--- src/rsi_map.svh ---
// Purpose: named offsets, field positions, reset values and timing for the interlock
// Assumes: 32-bit apb data, byte addresses, 50 MHz system clock
// Notes: definitions only
`ifndef RSI_MAP_SVH
`define RSI_MAP_SVH

// ----------------------------------------
// register offsets
// ----------------------------------------
`define RSI_OFF_CTRL 8'h00
`define RSI_OFF_CMD 8'h04
`define RSI_OFF_STAT 8'h08
`define RSI_OFF_FLAG 8'h0c

// ----------------------------------------
// field positions
// ----------------------------------------
`define RSI_CTRL_EXT 0
`define RSI_CTRL_JOG 1
`define RSI_CTRL_BRK 2
`define RSI_CMD_SON 0
`define RSI_CMD_SOFF 1
`define RSI_CMD_ARST 2
`define RSI_CMD_START 3
`define RSI_CMD_STOP 4
`define RSI_CMD_SRC 5
`define RSI_FLAG_REJ 0
`define RSI_FLAG_TRIP 1

// ----------------------------------------
// reset values and timing
// ----------------------------------------
`define RSI_CTRL_RST 3'h0
`define RSI_FLAG_RST 2'h0
`define RSI_FLT_RST 1'b0
`define RSI_CLK_MHZ 50
`define RSI_FILT_US 1000
`define RSI_FILT_CYC (`RSI_FILT_US * `RSI_CLK_MHZ)
`define RSI_FLT_CW 16

`endif

--- src/rsi_pkg.sv ---
// Purpose: types shared by the interlock files
// Assumes: nothing
// Notes: switch bits are 1 when the contact is closed
package rsi_pkg;

   typedef enum logic [1:0]
   {
      ST_OFF = 2'b00,
      ST_SERVO = 2'b01,
      ST_RUN = 2'b10,
      ST_FAULT = 2'b11
   } rsi_state_t;

   typedef struct packed
   {
      logic key2;
      logic key1;
      logic pend_act;
      logic pend_sw;
      logic endev;
      logic door;
   } rsi_sw_t;

   typedef struct packed
   {
      logic [19:0] zero;
      rsi_sw_t sw;
      logic brake;
      logic jog;
      logic err;
      logic auto_mode;
      rsi_state_t state;
   } rsi_stat_t;

endpackage

--- src/rsi_interlock.sv ---
// Purpose: door, enabling device, pendant and key switch interlock with apb registers
// Assumes: contact inputs are 1 when closed; apb master keeps the standard protocol
// Notes: pready is always high, so every access ends in its first access cycle
//
// Summary of operation
// - auto door open: servo off, stop, error
// - teaching: open door alone never blocks servo
// - door open: enabling release cuts servo
// - door open, enabling released: refuse servo, brake
// - door open: servo/jog need both switches
// - door closed: pendant alone may servo on
// - manual jog with enabling closed, any door
// - manual jog, enabling open, needs door closed
// - brake release: manual, pendant, switches, door ignored
// - auto run: auto, pendant off, door closed
// - brake needs both switches at middle position
// - auto: external rights, pendant commands refused
// - manual with pendant: pendant rights only
// - external rights also need configuration bit
// - keys both open manual, both closed auto
// - keys disagree: keep previous mode
//
// Our own choices: the address map and register access over APB.
`include "rsi_map.svh"

module rsi_interlock #(
   parameter int P_FILT_CYC = `RSI_FILT_CYC
)(
   input wire logic I_CLK_SYS,
   input wire logic I_RST_N,
   input wire logic I_DOOR_CLOSED,
   input wire logic I_ENDEV_CLOSED,
   input wire logic I_PEND_SW_ON,
   input wire logic I_PEND_ACTIVE,
   input wire logic I_KEY1_CLOSED,
   input wire logic I_KEY2_CLOSED,
   input wire logic I_PSEL,
   input wire logic I_PENABLE,
   input wire logic I_PWRITE,
   input wire logic [7:0] I_PADDR,
   input wire logic [31:0] I_PWDATA,
   output logic [31:0] O_PRDATA,
   output logic O_PREADY,
   output logic O_PSLVERR,
   output logic O_SERVO_ON,
   output logic O_BRAKE_REL,
   output logic O_JOG_EN,
   output logic O_RUN,
   output logic O_ERROR,
   output logic O_MODE_AUTO,
   output logic O_RIGHTS_EXT,
   output logic O_RIGHTS_PEND
);

   // ----------------------------------------
   // reset release
   // ----------------------------------------
   logic rst_q1;
   logic rst_n;

   always_ff @(posedge I_CLK_SYS or negedge I_RST_N)
   begin
      if (!I_RST_N)
      begin
         rst_q1 <= 1'b0;
         rst_n <= 1'b0;
      end
      else
      begin
         rst_q1 <= 1'b1;
         rst_n <= rst_q1;
      end
   end

   // ----------------------------------------
   // switch conditioning
   // ----------------------------------------
   rsi_pkg::rsi_sw_t raw;
   rsi_pkg::rsi_sw_t sw;
   logic [5:0] flt;

   assign raw = '{key2: I_KEY2_CLOSED, key1: I_KEY1_CLOSED, pend_act: I_PEND_ACTIVE,
                  pend_sw: I_PEND_SW_ON, endev: I_ENDEV_CLOSED, door: I_DOOR_CLOSED};

   rsi_filter #(
      .N(6),
      .CNT(P_FILT_CYC)
   ) u_filter (
      .i_clk(I_CLK_SYS),
      .i_rst_n(rst_n),
      .i_raw(raw),
      .o_flt(flt)
   );

   assign sw = rsi_pkg::rsi_sw_t'(flt);

   // ----------------------------------------
   // operating mode
   // ----------------------------------------
   logic mode_auto;

   always_ff @(posedge I_CLK_SYS or negedge rst_n)
   begin
      if (!rst_n)
         mode_auto <= 1'b0;
      else if (sw.key1 && sw.key2)
         mode_auto <= 1'b1;
      else if (!sw.key1 && !sw.key2)
         mode_auto <= 1'b0;
      // disagreeing keys leave the mode alone
   end

   // ----------------------------------------
   // apb slave
   // ----------------------------------------
   logic [2:0] ctrl;
   logic [1:0] flag;
   logic setup;
   logic wr;
   logic hit;
   logic cmd_we;
   logic [5:0] cmd;
   rsi_pkg::rsi_state_t state;
   rsi_pkg::rsi_state_t next_state;
   rsi_pkg::rsi_stat_t stat;
   logic brake_rel;
   logic jog_en;

   assign setup = I_PSEL && !I_PENABLE;
   assign wr = I_PSEL && I_PENABLE && I_PWRITE;
   assign hit = (I_PADDR == `RSI_OFF_CTRL) || (I_PADDR == `RSI_OFF_CMD) ||
                (I_PADDR == `RSI_OFF_STAT) || (I_PADDR == `RSI_OFF_FLAG);
   assign cmd_we = wr && (I_PADDR == `RSI_OFF_CMD);
   assign cmd = cmd_we ? I_PWDATA[5:0] : 6'h00;
   assign O_PREADY = 1'b1;
   assign O_PSLVERR = I_PSEL && I_PENABLE && !hit;

   always_ff @(posedge I_CLK_SYS or negedge rst_n)
   begin
      if (!rst_n)
      begin
         ctrl <= `RSI_CTRL_RST;
      end
      else if (wr && (I_PADDR == `RSI_OFF_CTRL))
      begin
         ctrl <= I_PWDATA[2:0];
      end
   end

   assign stat = '{zero: 20'h00000, sw: sw, brake: brake_rel, jog: jog_en,
                   err: (state == rsi_pkg::ST_FAULT), auto_mode: mode_auto, state: state};

   // read data is captured in the setup cycle and stands through the access cycle
   always_ff @(posedge I_CLK_SYS or negedge rst_n)
   begin
      if (!rst_n)
      begin
         O_PRDATA <= 32'h00000000;
      end
      else if (setup && !I_PWRITE)
      begin
         case (I_PADDR)
            `RSI_OFF_CTRL: O_PRDATA <= {29'h00000000, ctrl};
            `RSI_OFF_STAT: O_PRDATA <= stat;
            `RSI_OFF_FLAG: O_PRDATA <= {30'h00000000, flag};
            default: O_PRDATA <= 32'h00000000;
         endcase
      end
   end

   // ----------------------------------------
   // operation rights and permits
   // ----------------------------------------
   logic rights_ext;
   logic rights_pend;
   logic acc;
   logic man_ok;
   logic permit;
   logic door_trip;
   logic rej;

   assign rights_ext = mode_auto && ctrl[`RSI_CTRL_EXT];
   assign rights_pend = !mode_auto && sw.pend_act;
   assign acc = cmd[`RSI_CMD_SRC] ? rights_ext : rights_pend;

   // door open needs the enabling device too; door closed lets the pendant act alone
   assign man_ok = !mode_auto && sw.pend_act && sw.pend_sw &&
                   (sw.endev || sw.door);
   assign permit = mode_auto ? (!sw.pend_act && sw.door) : man_ok;
   assign door_trip = mode_auto && !sw.door &&
                      ((state == rsi_pkg::ST_SERVO) || (state == rsi_pkg::ST_RUN));

   // ----------------------------------------
   // servo and run sequencing
   // ----------------------------------------
   always_comb
   begin
      next_state = state;
      rej = cmd_we && !acc;
      case (state)
         rsi_pkg::ST_OFF:
         begin
            if (cmd[`RSI_CMD_SON] && acc && permit)
               next_state = rsi_pkg::ST_SERVO;
            else if (cmd[`RSI_CMD_SON] && acc)
               rej = 1'b1;
         end
         rsi_pkg::ST_SERVO:
         begin
            if (door_trip)
               next_state = rsi_pkg::ST_FAULT;
            else if (!permit)
               next_state = rsi_pkg::ST_OFF;
            else if (acc && cmd[`RSI_CMD_SOFF])
               next_state = rsi_pkg::ST_OFF;
            else if (acc && cmd[`RSI_CMD_START] && mode_auto)
               next_state = rsi_pkg::ST_RUN;
         end
         rsi_pkg::ST_RUN:
         begin
            if (door_trip)
               next_state = rsi_pkg::ST_FAULT;
            else if (!permit || !mode_auto)
               next_state = rsi_pkg::ST_OFF;
            else if (acc && cmd[`RSI_CMD_SOFF])
               next_state = rsi_pkg::ST_OFF;
            else if (acc && cmd[`RSI_CMD_STOP])
               next_state = rsi_pkg::ST_SERVO;
         end
         rsi_pkg::ST_FAULT:
         begin
            // alarm clears only with the door shut; servo-on and start follow separately
            if (acc && cmd[`RSI_CMD_ARST] && sw.door)
               next_state = rsi_pkg::ST_OFF;
            else if (acc && cmd[`RSI_CMD_ARST])
               rej = 1'b1;
         end
         default:
            next_state = rsi_pkg::ST_OFF;
      endcase
   end

   always_ff @(posedge I_CLK_SYS or negedge rst_n)
   begin
      if (!rst_n)
      begin
         state <= rsi_pkg::ST_OFF;
      end
      else
      begin
         state <= next_state;
      end
   end

   // ----------------------------------------
   // jog and brake permissions
   // ----------------------------------------
   always_ff @(posedge I_CLK_SYS or negedge rst_n)
   begin
      if (!rst_n)
      begin
         jog_en <= 1'b0;
         brake_rel <= 1'b0;
      end
      else
      begin
         jog_en <= ctrl[`RSI_CTRL_JOG] && (next_state == rsi_pkg::ST_SERVO) &&
                   man_ok;
         // both switches at the middle position; door is not looked at
         brake_rel <= ctrl[`RSI_CTRL_BRK] && !mode_auto && sw.pend_act &&
                      sw.pend_sw && sw.endev;
      end
   end

   // ----------------------------------------
   // sticky flags, write one to clear
   // ----------------------------------------
   logic [1:0] flag_set;
   logic [1:0] flag_clr;

   assign flag_set = {door_trip, rej};
   assign flag_clr = (wr && (I_PADDR == `RSI_OFF_FLAG)) ? I_PWDATA[1:0] : 2'b00;

   // a new event in the clearing cycle is kept
   always_ff @(posedge I_CLK_SYS or negedge rst_n)
   begin
      if (!rst_n)
      begin
         flag <= `RSI_FLAG_RST;
      end
      else
      begin
         flag <= (flag & ~flag_clr) | flag_set;
      end
   end

   // ----------------------------------------
   // outputs
   // ----------------------------------------
   assign O_SERVO_ON = (state == rsi_pkg::ST_SERVO) || (state == rsi_pkg::ST_RUN);
   assign O_RUN = (state == rsi_pkg::ST_RUN);
   assign O_ERROR = (state == rsi_pkg::ST_FAULT);
   assign O_BRAKE_REL = brake_rel;
   assign O_JOG_EN = jog_en;
   assign O_MODE_AUTO = mode_auto;
   assign O_RIGHTS_EXT = rights_ext;
   assign O_RIGHTS_PEND = rights_pend;
endmodule // rsi_interlock

--- src/rsi_filter.sv ---
// Purpose: per-bit two-flop synchroniser and stability filter for contact inputs
// Assumes: raw inputs are asynchronous contact closures
// Notes: a bit changes only after holding its new level for CNT cycles
`include "rsi_map.svh"

module rsi_filter #(
   parameter int N = 6,
   parameter int CNT = `RSI_FILT_CYC
)(
   input wire logic i_clk,
   input wire logic i_rst_n,
   input wire logic [N-1:0] i_raw,
   output logic [N-1:0] o_flt
);

   genvar g;
   generate
      for (g = 0; g < N; g++)
      begin : g_bit
         logic s1;
         logic s2;
         logic [`RSI_FLT_CW-1:0] cnt;

         always_ff @(posedge i_clk or negedge i_rst_n)
         begin
            if (!i_rst_n)
            begin
               s1 <= `RSI_FLT_RST;
               s2 <= `RSI_FLT_RST;
            end
            else
            begin
               s1 <= i_raw[g];
               s2 <= s1;
            end
         end

         // open contact at reset is the safe reading
         always_ff @(posedge i_clk or negedge i_rst_n)
         begin
            if (!i_rst_n)
            begin
               cnt <= '0;
               o_flt[g] <= `RSI_FLT_RST;
            end
            else if (s2 == o_flt[g])
            begin
               cnt <= '0;
            end
            else if (cnt == `RSI_FLT_CW'(CNT - 1))
            begin
               cnt <= '0;
               o_flt[g] <= s2;
            end
            else
            begin
               cnt <= cnt + 1'b1;
            end
         end
      end
   endgenerate

endmodule // rsi_filter

--- config.mk ---
export PLATFORM = sky130hd
export DESIGN_NAME = rsi_interlock
export DESIGN_NICKNAME = d
export VERILOG_FILES = /design/src/rsi_pkg.sv /design/src/rsi_interlock.sv /design/src/rsi_filter.sv
export VERILOG_INCLUDE_DIRS = /design/src
export SDC_FILE = /design/constraint.sdc
export NUM_CORES = 1
export LEC_CHECK = 0
export ABC_AREA = 1
export ABC_CLOCK_PERIOD_IN_PS = 6700
export BUFFER_PORTS_ARGS = -buffer_cell sky130_fd_sc_hd__buf_4
export CAP_MARGIN = 40
export CORE_ASPECT_RATIO = 0.6
export CORE_MARGIN = 2
export CORE_UTILIZATION = 63
export CTS_CLUSTER_SIZE = 10
export DETAILED_ROUTE_END_ITERATION = 8
export GPL_ROUTABILITY_DRIVEN = 0
export PLACE_DENSITY = 0.87
export SYNTH_ARGS = -nofsm -noshare
export SYNTH_HDL_FRONTEND = slang
export SYNTH_HIERARCHICAL = 1
export SYNTH_SLANG_ARGS = --single-unit
--- constraint.sdc ---
create_clock -name I_CLK_SYS -period 6.7 [get_ports I_CLK_SYS]
set_input_delay 1.005 -clock I_CLK_SYS [delete_from_list [all_inputs] [get_ports I_CLK_SYS]]
set_output_delay 1.005 -clock I_CLK_SYS [all_outputs]
set_load 0.01 [all_outputs]
# After elaboration in Yosys (flattened, before gate mapping)
# Cells that the tools add are included.
# word_totals
register_bits,158
output_inout_bits,42
# op_classes
addsub,6
n_eq_ne,19
n_mux,35
bitwise_logic,9
reduce_logical,57
# op_table
op,n
$mux W16,12
$add A16 B1 Y16 const B,6
$eq A16 B16 Y1 const B,6
$pmux W12 S3,1
$logic_and A1 B1 Y1,32
$mux W2,11
$eq A8 B4 Y1 const B,2
$reduce_and A2 Y1,6
$logic_not A1 Y1,10
$eq A8 B3 Y1 const B,1
$logic_not A8 Y1,1
$mux W1,8
$pmux W2 S4,1
$eq A1 B1 Y1,6
$logic_or A1 B1 Y1,6
$mux W6,1
$not A1 Y1,6
$eq A2 B1 Y1 const B,2
$eq A2 B2 Y1 const B,2
$and A2 B2 Y2,1
$logic_not A2 Y1,1
$not A2 Y2,1
$or A2 B2 Y2,1
$pmux W1 S2,1
$reduce_bool A2 Y1,1

# Logic depth before layout (Yosys ltp)
# depth
depth_word,15
depth_mapped,15

# Cells and area by module
# The synthesis kept the hierarchy.
# modules_own_cells
module,n_inst,cells_per_inst,area_per_inst_um2,seq_area_each_um2
rsi_filter,1,772,6033.3,2852.7
rsi_interlock,1,204,1547.7,600.6

# Worst setup path before layout
# Ideal clock, no wire load.
# synth_timing
kind,input-to-output
startpoint,in I_PADDR[7]
endpoint,out O_PSLVERR
t_arrival_ps,1455
required_ps,5695
slack_ps,4240
stages,4
cell_sequence,nor2_2 -> nand2_2 -> o211ai_1 -> inv_1
# synth_between
elab_chain_len,6
elab_cells_between_ends,9
classes_between,3 x eq/ne; 6 x reduce/logical
# synth_rtl
item,line,text
start: declaration,rsi_interlock.sv:40,"input wire logic [7:0] I_PADDR,"
$eq A8 B3 Y1 (no line) or $logic_not A8 Y1 (tied branches),-,
$logic_or A1 B1 Y1 (2 in a row),rsi_interlock.sv:131,assign hit = (I_PADDR == `RSI_OFF_CTRL) || (I_PADDR == `RSI_OFF_CMD) ||
$logic_or A1 B1 Y1 *,rsi_interlock.sv:131,
$logic_not A1 Y1 *,rsi_interlock.sv:136,assign O_PSLVERR = I_PSEL && I_PENABLE && !hit;
$logic_and A1 B1 Y1 *,rsi_interlock.sv:136,
end: declaration,rsi_interlock.sv:44,"output logic O_PSLVERR,"
# Mark *: on every way between the ends. The rest lies on a longest branch, timed or not.

# Worst setup path in the final report
# Same ends and word-level chain as after synthesis.

==> run metrics <==
Crit path largest cell delay 0.17 ns; Crit-path slowest cell o211ai_1; Detail Placement HPWL 12,860 µm; GR Layer Usage met1 0.4357; post-route antenna net violation count 0; DR DRC count 0; status complete, no violations; pre-CTS WS 3.710 ns; die height 88.97 µm; P&R area growth vs syn 14.94%; Avg Synthesized Cell Area 7.767 µm²; cts bufs inserted 17; clk_skew 0.006522 ns; Routed wire per std cell 15.31 µm; routing usage on met3 0.09082; die area 12,960 µm²; placed cells 1,180; Hold-fix buffers, CTS 0; Rel. slew slack 0.4661; most common cell after layout, fill and taps aside nand2_1; post-CTS sizing 0; critical path type input pin to output pin; initial antenna violation count 0; DRT Pass-1 Iters 6; worst setup margin 3.984 ns; WL final 18,560 µm; R2R Path Start u_filter/o_flt[3]; Post-Synthesis Cells 976; final core occ 0.7561; first-pass GRT wire length 31,070 µm; #FFs+latches synth 138; asr flop ratio synth 1.000; Leak 4.287 nW; number of synthesized flops with an enable pin 0; postcts setup bufs 0; Seq/Total Area, Yosys 0.4555; reg2reg path depth 11; maximum VDD drop 0.1725 mV; Synth Warn # 6; Tcrit/Tclk final 0.4054; synthesized area 7581 µm²; Min Hold Slack 0.2671 ns; setup slack on the worst flop-to-flop path 4.71 ns; GRT overflow 0; worst path cell trace buf_4 -> nor2_2 -> nand2_2 -> o211ai_1 -> inv_1 -> buf_4; Slew @ Worst Pin 0.7936 ns; pin count of the biggest net entering global routing 65; Cell Rows 30; final hold vios 0; Nets 1,101; Iteration-0 DRC Markers 839; Core Region 11,520 µm²; max cap viols 0; Clock Latency Late Sink 0.42 ns; count of final setup violators 0; # diodes 0; RSZ-0062 raised after global routing false; ratio of cells with drive above 1 in the final layout 0.1369; Max Fclk 368.2 MHz; IO buf count 45; post-synth cell types 39; hold crit path type flop to async pin; crit path capture O_PSLVERR; Root Driver clkbuf_16; vias in the first global route 6,344; met2 GRT Util 0.4696; GRT Total Usage 0.3063; Initial Util 0.6579; CP startpoint I_PADDR[7]; non-filler cells, final 1,212; I/O Pins 93; CP dominant cell by count buf_4; CTS clk-pin slew, worst paths 0.06 ns; PD cells 226.6 nW/µm²; Longest Clk Path Bufs 2; clk sinks 138; FF-to-FF End O_JOG_EN; H-tree Lvls 4; CP max FO 4; top post-synthesis cells by area dfrtp_1 (46%), nand2_1 (11%), nor2_1 (10%), inv_1 (5.4%), nand3_1 (5.3%); Horiz. Die Dim 145.6 µm; most frequent cells in the layout nand2_1 (213), nor2_1 (201), dfrtp_1 (137); Most used DFF post-synth dfrtp_1; Startpoint Class input pin; Crit. End Element output pin; CP Data Required Time 5.69 ns; vias per cell 5.553; minimum clock period 2.716 ns; Synth area leader dfrtp_1; crit path DAT 1.71 ns; setup_tns 0 ns; Slew Limit Fails 0; Top Usage Layer GRT met2; DR vias 6,730; area share of the largest cell type after synthesis 0.4555; CTS tree done
==> worst min path at each step <==
stage / start / end / slack (ns) / depth (start not counted)
2_1_floorplan: rst_q1 / rst_n / 0.33 / 0
3_3_place_gp: u_filter/g_bit[0].s1 / u_filter/g_bit[0].s2 / 0.33 / 0
3_5_place_dp: rst_n / u_filter/g_bit[2].cnt[15] / 0.28 / 0
4_1_cts: rst_n / u_filter/g_bit[2].s1 / 0.28 / 0
5_1_grt: rst_n / u_filter/g_bit[1].cnt[8] / 0.31 / 0
6_report: rst_n / u_filter/g_bit[1].cnt[12] / 0.27 / 0
==> synthesized netlist by cell type, types with 3 or more instances <==
cell type	count
a21o_1	4
a21oi_1	18
a31oi_1	9
buf_4	21
dfrtp_1	138
ha_1	11
inv_1	110
inv_2	6
nand2_1	213
nand2_2	15
nand3_1	80
nand3_2	9
nand4_1	23
nor2_1	201
nor2_2	8
nor2_4	3
nor3_1	6
nor3_2	9
nor3_4	3
nor3b_1	4
o21ai_0	20
o21ai_1	5
o21bai_1	5
o31ai_1	4
xnor2_1	12
xor2_1	16
xor2_2	6
==> flip-flops by register name, indices dropped and copies added, names as in the netlist <==
register            flops
u_filter/g_bit.s2       6
rst_q1                  1
u_filter/o_flt          6
u_filter/g_bit.s1       6
flag                    2
state                   2
O_PRDATA               12
O_BRAKE_REL             1
O_MODE_AUTO             1
ctrl                    3
u_filter/g_bit.cnt     96
rst_n                   1
O_JOG_EN                1
==> kinds of logic (layout without fill, tap and decap cells) <==
| logic type | after synthesis | count (layout) | synth area share |
|---|---|---|---|
| xor+xnor | 34 | 34 | 0.04522 |
| simple gates | 583 | 583 | 0.3491 |
| buf+inv | 141 | 197 | 0.08021 |
| other cells | 2 | 22 | 0.0009906 |
| compound gates | 67 | 67 | 0.05083 |
| flops | 138 | 138 | 0.4555 |
| fa+ha+maj | 11 | 11 | 0.01815 |
==> power breakdown <==
part | internal (mW) | switching (mW)
registers | 0.847 | 0.0167
clock network | 0.658 | 0.376
logic | 0.0253 | 0.0509
==> per-stage QoR <==
stage                     cell area (µm²)  total power, mW
after CTS                            8713            1.981
after floorplan                      7656           0.9318
after global routing                 8713            2.037
after detailed placement             8060           0.9543
final                                8713            1.974
after global placement               8040           0.9494
==> worst max-delay path: cells and delay by family <==
family                 cells  cell delay [ns]
AND/OR/NAND/NOR            2             0.22
AO/OA/AOI/OAI              1             0.17
buffers and inverters      3             0.31
==> layout make-up <==
class	count	area (µm²)
flip-flops and latches	138	3457
inverters	118	442.9
multi-input cells	717	3595
fillers	824	2810
repair buffers	47	365.4
clock inverters	12	186.4
clock buffers	20	466.7
well taps	160	200.2
==> metal layers <==
layer,share of wire,wire (µm),vias to the layer above
met2,0.44,8247,374
li1,-,-,3192
met3,0.11,1998,32
met1,0.44,8079,3132
met5,0,0,-
met4,0.013,233,0
Power figures use the tool's default switching activity.
